**config.mk**
```make
export PLATFORM = sky130hd
export DESIGN_NAME = tif_framer
export DESIGN_NICKNAME = d
export VERILOG_FILES = /design/src/verilog/tif_framer.v
export VERILOG_INCLUDE_DIRS = /design/src /design/src/verilog
export SDC_FILE = /design/constraint.sdc
export NUM_CORES = 1
export LEC_CHECK = 0
export ABC_CLOCK_PERIOD_IN_PS = 8500
export BUFFER_PORTS_ARGS = -buffer_cell sky130_fd_sc_hd__buf_2
export CORE_MARGIN = 2
export CORE_UTILIZATION = 30
export DETAILED_ROUTE_END_ITERATION = 10
export PLACE_DENSITY = 0.52
export SLEW_MARGIN = 20
export SYNTH_ARGS = -nofsm -noshare
export SYNTH_HDL_FRONTEND = slang
export SYNTH_SLANG_ARGS = --single-unit
```
**constraint.sdc**
```tcl
create_clock -name sys_clk_in -period 8.5 [get_ports sys_clk_in]
set_clock_uncertainty 0.05 [all_clocks]
set_input_delay 0.85 -clock sys_clk_in [delete_from_list [all_inputs] [get_ports sys_clk_in]]
set_output_delay 0.85 -clock sys_clk_in [all_outputs]
set_load 0.01 [all_outputs]
```
**src/verilog/tif_consts.vh**
```
// tif_consts.vh: offsets, field positions, reset values and counts for the training framer
// assumes inclusion by bare name; shared by the framer and its bench
`ifndef TIF_CONSTS_VH
`define TIF_CONSTS_VH

// ****************************************
// frame geometry
// ****************************************
`define TIF_SUB_LEN 9'h01c2
`define TIF_SUB_LAST 9'h01c1
`define TIF_SUBS_LAST 4'hf
`define TIF_FRAME_LAST 13'h1c1f
`define TIF_MSG_FIRST 13'h1a5e
`define TIF_MSG_LAST 13'h1abd
`define TIF_MSG_BUILD 13'h1a5d
`define TIF_REPEAT_MIN 9'h0100

// ****************************************
// side message contents
// ****************************************
`define TIF_DELIM 24'h00_a7bb
`define TIF_CRC_POLY 16'h8005
`define TIF_CAP_MASK 24'h1f_8000
`define TIF_PHASE_TRAIN 2'h0
`define TIF_PHASE_COUNT 2'h1

// ****************************************
// register offsets and fields
// ****************************************
`define TIF_OFS_CTRL 5'h00
`define TIF_OFS_CAP 5'h04
`define TIF_OFS_SWITCH 5'h08
`define TIF_OFS_STATUS 5'h0c
`define TIF_OFS_COUNT 5'h10
`define TIF_CTRL_EN 0
`define TIF_CTRL_FOLLOWER 1
`define TIF_CTRL_COUNTDOWN 2
`define TIF_CTRL_FLAG4 3
`define TIF_CTRL_RESET 4'h0
`define TIF_CAP_RESET 24'h00_0000
`define TIF_SWITCH_RESET 24'h00_0000
`define TIF_RESP_OKAY 2'h0
`define TIF_RESP_SLVERR 2'h2

`endif

```
**src/verilog/tif_framer.v**
```verilog
// tif_framer.v: training bit framer with side message insertion and an AXI4-Lite register slave
// assumes scr_bit_in is bit 0 of a scrambler on sys_clk_in, one bit per clock, and a 32-bit AXI4-Lite master
//
// How it works
// - sub-frames of 450 bits from bit zero
// - sixteen sub-frames form one block
// - invert first bit of sub-frames 0 to 14
// - bits 6750..6845 carry side message bits
// - otherwise scrambler bit passes unchanged
// - side message only while training enabled
// - each content repeated 256 times before change
// - receive decoding rate is the partner's concern
// - delimiter, count, message, payload, check layout
// - reserved side message bits sent as zero
// - octet 1 first, each octet lsb first
// - delimiter octets bb, a7, 00
// - octets 4..6 carry running sub-frame count
// - first sub-frame is zero, first count 15
// - leader octet 7: phase, rx ok, tx enable
// - follower bit 4 carries clock lock good
// - phase 00 training, 01 countdown
// - only valid message rows are sent
// - first message row is the first row; the code sends the requested row, up to row 3
// - message row never moves back
// - leader rows in fixed order
// - follower rows in fixed order
// - receiver ok bit follows receiver status; the code keeps it at 1 once row 2 is sent, since the row never moves back
// - countdown payload is switch sub-frame count
//
// The placing of the registers and register access over AXI4-Lite were chosen for this implementation.
`timescale 1ns/10ps
`include "tif_consts.vh"

module tif_framer (
  input wire sys_clk_in,
  input wire nrst_in,
  input wire scr_bit_in,
  input wire loc_rcvr_ok_in,
  input wire [4:0] s_axi_awaddr_in,
  input wire [2:0] s_axi_awprot_in,
  input wire s_axi_awvalid_in,
  output wire s_axi_awready_out,
  input wire [31:0] s_axi_wdata_in,
  input wire [3:0] s_axi_wstrb_in,
  input wire s_axi_wvalid_in,
  output wire s_axi_wready_out,
  output wire [1:0] s_axi_bresp_out,
  output wire s_axi_bvalid_out,
  input wire s_axi_bready_in,
  input wire [4:0] s_axi_araddr_in,
  input wire [2:0] s_axi_arprot_in,
  input wire s_axi_arvalid_in,
  output wire s_axi_arready_out,
  output wire [31:0] s_axi_rdata_out,
  output wire [1:0] s_axi_rresp_out,
  output wire s_axi_rvalid_out,
  input wire s_axi_rready_in,
  output wire training_bit_out,
  output wire frame_start_out
);

  // ****************************************
  // functions
  // ****************************************
  function [31:0] tif_merge;
    input [31:0] old_val;
    input [31:0] new_val;
    input [3:0] strb;
    integer i;
    begin
      tif_merge = old_val;
      for (i = 0; i < 4; i = i + 1) begin
        if (strb[i]) begin
          tif_merge[i*8 +: 8] = new_val[i*8 +: 8];
        end
      end
    end
  endfunction

  // serial check generator, octet 4 lsb first through octet 10
  function [15:0] tif_crc;
    input [55:0] data;
    integer i;
    reg fb;
    begin
      tif_crc = 16'h0000;
      fb = 1'b0;
      for (i = 0; i < 56; i = i + 1) begin
        fb = tif_crc[15] ^ data[i];
        tif_crc = {tif_crc[14:0], 1'b0} ^ (fb ? `TIF_CRC_POLY : 16'h0000);
      end
    end
  endfunction

  // ****************************************
  // reset release and pin synchroniser
  // ****************************************
  reg rst_meta_reg, rst_n_reg;
  wire rst_n;
  reg [2:0] rcvr_sync_reg;
  reg rcvr_ok_reg;

  always @(posedge sys_clk_in or negedge nrst_in) begin
    if (!nrst_in) begin
      rst_meta_reg <= 1'b0;
      rst_n_reg <= 1'b0;
    end else begin
      rst_meta_reg <= 1'b1;
      rst_n_reg <= rst_meta_reg;
    end
  end
  assign rst_n = rst_n_reg;

  // change accepted only when the last two stages agree, filtering one-cycle glitches
  always @(posedge sys_clk_in or negedge rst_n) begin
    if (!rst_n) begin
      rcvr_sync_reg <= 3'h0;
      rcvr_ok_reg <= 1'b0;
    end else begin
      rcvr_sync_reg <= {rcvr_sync_reg[1:0], loc_rcvr_ok_in};
      if (rcvr_sync_reg[1] == rcvr_sync_reg[2]) begin
        rcvr_ok_reg <= rcvr_sync_reg[2];
      end
    end
  end

  // ****************************************
  // registers
  // ****************************************
  reg [3:0] ctrl_reg, wstrb_reg;
  reg [23:0] cap_reg, switch_reg;
  reg awready_reg, wready_reg, aw_held_reg, w_held_reg, bvalid_reg, arready_reg, rvalid_reg;
  reg [4:0] awaddr_reg;
  reg [31:0] wdata_reg, rdata_reg;
  reg [1:0] bresp_reg, rresp_reg;

  // framing state
  reg [12:0] bit_idx_reg;
  reg [8:0] sub_pos_reg, repeat_reg;
  reg [3:0] sub_idx_reg;
  reg [23:0] subframe_counter_reg, payload_reg;
  reg [95:0] side_message_reg;
  reg [1:0] row_reg;
  reg training_bit_reg, frame_start_reg;

  wire enable;
  reg [31:0] status_word, read_word;
  reg read_ok;
  assign enable = ctrl_reg[`TIF_CTRL_EN];

  // ****************************************
  // axi4-lite write channel
  // ****************************************
  wire write_go;
  wire [31:0] ctrl_merged, cap_merged, switch_merged;

  assign write_go = aw_held_reg && w_held_reg && !bvalid_reg;
  assign ctrl_merged = tif_merge({28'h000_0000, ctrl_reg}, wdata_reg, wstrb_reg);
  assign cap_merged = tif_merge({8'h00, cap_reg}, wdata_reg, wstrb_reg);
  assign switch_merged = tif_merge({8'h00, switch_reg}, wdata_reg, wstrb_reg);

  always @(posedge sys_clk_in or negedge rst_n) begin
    if (!rst_n) begin
      awready_reg <= 1'b0;
      wready_reg <= 1'b0;
      aw_held_reg <= 1'b0;
      w_held_reg <= 1'b0;
      awaddr_reg <= 5'h00;
      wdata_reg <= 32'h0000_0000;
      wstrb_reg <= 4'h0;
      bvalid_reg <= 1'b0;
      bresp_reg <= `TIF_RESP_OKAY;
      ctrl_reg <= `TIF_CTRL_RESET;
      cap_reg <= `TIF_CAP_RESET;
      switch_reg <= `TIF_SWITCH_RESET;
    end else begin
      if (s_axi_awvalid_in && awready_reg) begin
        awaddr_reg <= s_axi_awaddr_in;
        aw_held_reg <= 1'b1;
        awready_reg <= 1'b0;
      end else if (!aw_held_reg && !bvalid_reg) begin
        awready_reg <= 1'b1;
      end
      if (s_axi_wvalid_in && wready_reg) begin
        wdata_reg <= s_axi_wdata_in;
        wstrb_reg <= s_axi_wstrb_in;
        w_held_reg <= 1'b1;
        wready_reg <= 1'b0;
      end else if (!w_held_reg && !bvalid_reg) begin
        wready_reg <= 1'b1;
      end
      if (write_go) begin
        aw_held_reg <= 1'b0;
        w_held_reg <= 1'b0;
        bvalid_reg <= 1'b1;
        bresp_reg <= `TIF_RESP_OKAY;
        if (awaddr_reg == `TIF_OFS_CTRL) begin
          ctrl_reg <= ctrl_merged[3:0];
        end else if (awaddr_reg == `TIF_OFS_CAP) begin
          cap_reg <= cap_merged[23:0] & `TIF_CAP_MASK;
        end else if (awaddr_reg == `TIF_OFS_SWITCH) begin
          switch_reg <= switch_merged[23:0];
        end else if (awaddr_reg == `TIF_OFS_STATUS || awaddr_reg == `TIF_OFS_COUNT) begin
          bresp_reg <= `TIF_RESP_OKAY;
        end else begin
          bresp_reg <= `TIF_RESP_SLVERR;
        end
      end else if (bvalid_reg && s_axi_bready_in) begin
        bvalid_reg <= 1'b0;
      end
    end
  end

  // ****************************************
  // axi4-lite read channel
  // ****************************************
  // the message actually on the line is readable, so software can pace its own decisions
  always @* begin
    status_word = {8'h00, side_message_reg[55:48], 6'h00, repeat_reg >= `TIF_REPEAT_MIN,
                   rcvr_ok_reg, sub_idx_reg, 2'h0, row_reg};
    read_ok = 1'b1;
    if (s_axi_araddr_in == `TIF_OFS_CTRL) begin
      read_word = {28'h000_0000, ctrl_reg};
    end else if (s_axi_araddr_in == `TIF_OFS_CAP) begin
      read_word = {8'h00, cap_reg};
    end else if (s_axi_araddr_in == `TIF_OFS_SWITCH) begin
      read_word = {8'h00, switch_reg};
    end else if (s_axi_araddr_in == `TIF_OFS_STATUS) begin
      read_word = status_word;
    end else if (s_axi_araddr_in == `TIF_OFS_COUNT) begin
      read_word = {8'h00, subframe_counter_reg};
    end else begin
      read_word = 32'h0000_0000;
      read_ok = 1'b0;
    end
  end

  always @(posedge sys_clk_in or negedge rst_n) begin
    if (!rst_n) begin
      arready_reg <= 1'b0;
      rvalid_reg <= 1'b0;
      rdata_reg <= 32'h0000_0000;
      rresp_reg <= `TIF_RESP_OKAY;
    end else begin
      if (s_axi_arvalid_in && arready_reg) begin
        arready_reg <= 1'b0;
        rvalid_reg <= 1'b1;
        rdata_reg <= read_word;
        rresp_reg <= read_ok ? `TIF_RESP_OKAY : `TIF_RESP_SLVERR;
      end else if (rvalid_reg && s_axi_rready_in) begin
        rvalid_reg <= 1'b0;
      end else if (!rvalid_reg) begin
        arready_reg <= 1'b1;
      end
    end
  end

  // ****************************************
  // message row selection
  // ****************************************
  // rows: 0 = 00,0,0 1 = 00,0,1 2 = 00,1,1 3 = 01,1,1 for both roles
  // a combination outside the table falls to the highest valid row it satisfies
  reg [1:0] req_row, next_row;
  reg [7:0] octet7;
  reg [23:0] next_payload;
  wire flag4;

  assign flag4 = ctrl_reg[`TIF_CTRL_FLAG4]; // tx enable as leader, clock lock good as follower

  always @* begin
    if (rcvr_ok_reg && flag4 && ctrl_reg[`TIF_CTRL_COUNTDOWN]) begin
      req_row = 2'h3;
    end else if (rcvr_ok_reg && flag4) begin
      req_row = 2'h2;
    end else if (flag4) begin
      req_row = 2'h1;
    end else begin
      req_row = 2'h0;
    end
    next_row = (req_row > row_reg) ? req_row : row_reg;
    next_payload = (next_row == 2'h3) ? switch_reg : cap_reg;
  end

  // ****************************************
  // side message assembly
  // ****************************************
  // content is committed only after the current one has gone out 256 times
  wire may_change;
  wire [1:0] msg_row;
  wire [23:0] msg_payload, msg_count;
  wire [55:0] crc_data;
  wire [15:0] crc_val;
  reg [15:0] crc_rev;
  integer k;

  assign may_change = (repeat_reg >= `TIF_REPEAT_MIN) || (repeat_reg == 9'h000);
  assign msg_row = may_change ? next_row : row_reg;
  assign msg_payload = may_change ? next_payload : payload_reg;
  assign msg_count = subframe_counter_reg + 24'h00_0001; // sub-frame 15 of the frame

  always @* begin
    case (msg_row)
      2'h0: octet7 = {`TIF_PHASE_TRAIN, 1'b0, 1'b0, 4'h0};
      2'h1: octet7 = {`TIF_PHASE_TRAIN, 1'b0, 1'b1, 4'h0};
      2'h2: octet7 = {`TIF_PHASE_TRAIN, 1'b1, 1'b1, 4'h0};
      default: octet7 = {`TIF_PHASE_COUNT, 1'b1, 1'b1, 4'h0};
    endcase
  end

  assign crc_data = {msg_payload, octet7, msg_count};
  assign crc_val = tif_crc(crc_data);

  // s15 goes out first, so it sits at the lowest check position
  always @* begin
    crc_rev = 16'h0000;
    for (k = 0; k < 16; k = k + 1) begin
      crc_rev[k] = crc_val[15 - k];
    end
  end

  // ****************************************
  // bit framing
  // ****************************************
  wire in_msg, sub_first, frame_wrap;

  assign in_msg = (bit_idx_reg >= `TIF_MSG_FIRST) && (bit_idx_reg <= `TIF_MSG_LAST);
  assign sub_first = (sub_pos_reg == 9'h000);
  assign frame_wrap = (bit_idx_reg == `TIF_FRAME_LAST);

  always @(posedge sys_clk_in or negedge rst_n) begin
    if (!rst_n) begin
      bit_idx_reg <= 13'h0000;
      sub_pos_reg <= 9'h000;
      sub_idx_reg <= 4'h0;
      subframe_counter_reg <= 24'h00_0000;
      side_message_reg <= {72'h00_0000_0000_0000_0000, `TIF_DELIM};
      row_reg <= 2'h0;
      payload_reg <= `TIF_CAP_RESET;
      repeat_reg <= 9'h000;
      training_bit_reg <= 1'b0;
      frame_start_reg <= 1'b0;
    end else if (!enable) begin
      // outside training the line carries the plain scrambler and the framer restarts
      bit_idx_reg <= 13'h0000;
      sub_pos_reg <= 9'h000;
      sub_idx_reg <= 4'h0;
      subframe_counter_reg <= 24'h00_0000;
      row_reg <= 2'h0;
      repeat_reg <= 9'h000;
      training_bit_reg <= scr_bit_in;
      frame_start_reg <= 1'b0;
    end else begin
      bit_idx_reg <= frame_wrap ? 13'h0000 : bit_idx_reg + 13'h0001;
      if (sub_pos_reg == `TIF_SUB_LAST) begin
        sub_pos_reg <= 9'h000;
        sub_idx_reg <= frame_wrap ? 4'h0 : sub_idx_reg + 4'h1;
        subframe_counter_reg <= subframe_counter_reg + 24'h00_0001;
      end else begin
        sub_pos_reg <= sub_pos_reg + 9'h001;
      end
      if (bit_idx_reg == `TIF_MSG_BUILD) begin
        side_message_reg <= {crc_rev, msg_payload, octet7, msg_count, `TIF_DELIM};
        row_reg <= msg_row;
        payload_reg <= msg_payload;
        if (may_change && (msg_row != row_reg || msg_payload != payload_reg || repeat_reg == 9'h000)) begin
          repeat_reg <= 9'h001;
        end else if (repeat_reg < `TIF_REPEAT_MIN) begin
          repeat_reg <= repeat_reg + 9'h001;
        end
      end
      if (in_msg) begin
        training_bit_reg <= scr_bit_in ^ side_message_reg[sub_pos_reg[6:0]];
      end else if (sub_first) begin
        training_bit_reg <= ~scr_bit_in;
      end else begin
        training_bit_reg <= scr_bit_in;
      end
      frame_start_reg <= (bit_idx_reg == 13'h0000);
    end
  end

  // ****************************************
  // outputs
  // ****************************************
  assign s_axi_awready_out = awready_reg;
  assign s_axi_wready_out = wready_reg;
  assign s_axi_bresp_out = bresp_reg;
  assign s_axi_bvalid_out = bvalid_reg;
  assign s_axi_arready_out = arready_reg;
  assign s_axi_rdata_out = rdata_reg;
  assign s_axi_rresp_out = rresp_reg;
  assign s_axi_rvalid_out = rvalid_reg;
  assign training_bit_out = training_bit_reg;
  assign frame_start_out = frame_start_reg;

endmodule // tif_framer
```
==> run metrics <==
DRT met1 WL=17000 microns; post-synthesis async set-or-reset flop share=1.00; Largest register FFs=44; #FFs+latches synth=235; area grow syn2layout=13.6%; Die ar.=0.0466 sq mm; Fmax=0.209 GHz; Buffers & Inverters on Critical Path=1; first-pass GRT wire length=58900 microns; first-pass iteration count of the detailed router=6; Root Driver=clkbuf_16; Inserted Clock Buffers=28; synth warn=0; initial antenna violation count=0; Synth Flop Type=dfrtp_1; Post-route DRC=0; RSZ-0062 raised after global routing=no; clk sink count=235; clock latency on the worst-skew pair=0.57 ns; leakage power=6.43 nW; r2r worst-path depth=13; Max Cap Violations=0; I/O pin count=104; count of cell types in the netlist=71; dpl cell area=0.0144 sq mm; CTS clk-pin slew, worst paths=0.05 ns; Worst EP required=8.88 ns; hold endpoint=rst_n$_DFF_PN0_; Crit Path Max Fanout=48; Die Wd=216 microns; commonest non-fill, non-tap cells in the layout=dfrtp_1, nand2_1, o21ai_0, xnor2_1, buf_2; min-delay src=rst_meta_reg$_DFF_PN0_; Placement Rows=77; crit-path max cell delay=0.85 ns; routability congestion estimate=0.841; post-route design area=0.0153 sq mm; Starting Density=0.304; Pint=0.00249 W; H-tree levels=1; die height=216 microns; ant diodes=0; crit path cell chain=inv_1 > o21ai_0 > ha_1 > nand2_1 > o21a_1 > mux2_2 > mux2i_1 > a21oi_1 > xor2_1 > xnor3_1 > xnor2_2 > xnor3_1 > mux2_2; fin nets=1451; crit path kind=flop to flop; part of the power in registers=0.432; via/cell ratio=4.98; crit end category=flop; wire per inst=18.6 microns; Post-Syn Instances=1339; Worst Tran Pin Value=1.03 ns; wire length on met2=17000 microns; synthesized area=0.0135 sq mm; RR Startpoint=rcvr_ok_reg$_DFFE_PN0N_; Post-synth EDFFs=0; Crit Reg-Reg Endpoint=side_message_reg[95]$_DFFE_PN0P_; wirelength, routed=36900 microns; Comb pwr share=0.230; Fin. Hold Viols=0; Via Count=9878; most common cell after layout, fill and taps aside=dfrtp_1; largest net degree at the start of global routing=79; P per Cell Area=237 mW/mm^2; Met3 Routed Length=1680 microns; Yosys top cell area share=0.436; fin crit share=0.562; final period demand of the worst path=4.78 ns; WHS Path Cells=0; Hold Crit Class=flop to flop; Clock power frac=0.338; cell family with most CP delay=multiplexers; CTS tree=done; DR iter-0 viols=715; Slowest-stage cell, CP=mux2_2; PortBufs=78; R2R Setup Slk=3.72 ns; Detailed Place HPWL=26700 microns; Mapped Avg Cell Area=10.1 sq um; post-synth top area cell=dfrtp_1; outcome=completed; clock tree buffer depth=3; Synth area leaders=dfrtp_1, xnor2_1, mux2_2, nand2_1, o21ai_0; post-synthesis sequential area ratio=0.436; WP data arrival=5.15 ns; CP Launch Type=flop; antenna-violating nets left=0; core footprint=0.0443 sq mm; Psw=0.00114 W; switch share=0.313; post-CTS resize count=0; Slew headroom=0.313; vias in the first global route=9862; Max VDD drop=0.000161 V; share of layout cells above drive strength 1=0.184; Setup TNS=0 ns; Setup-failing EPs final=0; GRT Total Usage=0.161; Slew Limit Fails=0; Highest Signal Layer=met4; grt ovf=0
## kinds of logic after synthesis
logic type               Yosys count  share of synthesized area
AND/OR/NAND/NOR                  408                      0.150
AO/OA/AOI/OAI                    250                      0.113
flip-flops                       235                      0.436
XOR/XNOR                         192                      0.136
buffers and inverters            118                     0.0370
multiplexers                     117                      0.112
adder cells (fa/ha/maj)           17                     0.0156
other                              2                   0.000557
## timing repair
action | 4_1_cts | 5_1_grt
buffers inserted | 0 | 0
hold endpoints to repair | 2 | 0
hold buffers | 1 | 0
endpoints found under the setup margin | 0 | 0
## stage by stage
stage,instances,hold slack [ns],util,setup WS [ns],total power [W]
after detailed placement,1935,0.286,0.324,3.73,0.00244
after floorplan,1348,0.281,-,1.42,0.00214
after CTS,1983,0.305,0.345,3.69,0.00368
final,1983,0.302,0.345,3.72,0.00363
after global routing,1983,0.315,0.345,3.44,0.00382
after global placement,1935,0.288,0.324,3.81,0.00241
## power groups by stage
stage	registers, W	logic, W	clock network [W]
4_1_cts	0.00157	0.000852	0.00126
6_report	0.00157	0.000835	0.00123
2_1_floorplan	0.00145	0.000689	0
3_3_place_gp	0.00158	0.000831	0
3_5_place_dp	0.00159	0.000847	0
5_1_grt	0.00160	0.000924	0.00130
## worst reg2reg max path, stage by stage, from the launching register on
cell     delay, ns
dfrtp_1       0.44
inv_1         0.08
o21ai_0       0.36
ha_1          0.31
nand2_1       0.07
o21a_1        0.16
mux2_2        0.85
mux2i_1       0.61
a21oi_1       0.22
xor2_1        0.30
xnor3_1       0.32
xnor2_2       0.26
xnor3_1       0.35
mux2_2        0.26
## routing by layer
| layer | vias to the layer above | global-route usage |
|---|---|---|
| met2 | 225 | 0.257 |
| li1 | 4732 | - |
| met3 | 55 | 0.0231 |
| met4 | 0 | 0.0573 |
| met1 | 4866 | 0.222 |
| met5 | - | 0 |
## cell usage after synthesis, types with 9 or more instances
cell type,number
a31oi_1,13
a21boi_0,14
a222oi_1,16
a22oi_1,14
and3_1,14
or3_1,14
ha_1,16
buf_2,9
and2_1,23
mux2_2,76
xnor2_1,119
nand2_1,171
inv_1,18
dfrtp_1,235
clkbuf_1,71
xor2_1,62
nor3_1,9
buf_4,12
mux4_2,20
nand3_1,45
mux2i_1,21
nor2_1,67
a21oi_1,26
o21ai_0,128
## area by class of cell
type	instances	area [sq um]
well taps	592	741
fillers	4566	29000
clock buffers	40	816
repair buffers	95	520
multi-input cells	995	7160
clock inverters	7	121
flip-flops and latches	235	5880
inverters	19	71.3
## worst max-delay path by stage
stage                                       start                          endpoint  slack [ns]  depth (start not counted)
final                     rcvr_ok_reg$_DFFE_PN0N_  side_message_reg[95]$_DFFE_PN0P_        3.72                         13
after global routing      rcvr_ok_reg$_DFFE_PN0N_  side_message_reg[95]$_DFFE_PN0P_        3.44                         13
after CTS                 rcvr_ok_reg$_DFFE_PN0N_  side_message_reg[95]$_DFFE_PN0P_        3.69                         13
after detailed placement  rcvr_ok_reg$_DFFE_PN0N_  side_message_reg[95]$_DFFE_PN0P_        3.73                         13
after global placement    rcvr_ok_reg$_DFFE_PN0N_  side_message_reg[95]$_DFFE_PN0P_        3.81                         13
after floorplan                   rst_n$_DFF_PN0_           aw_held_reg$_DFFE_PN0P_        1.42                          0
Note: power is estimated with default switching activity, not from simulation.
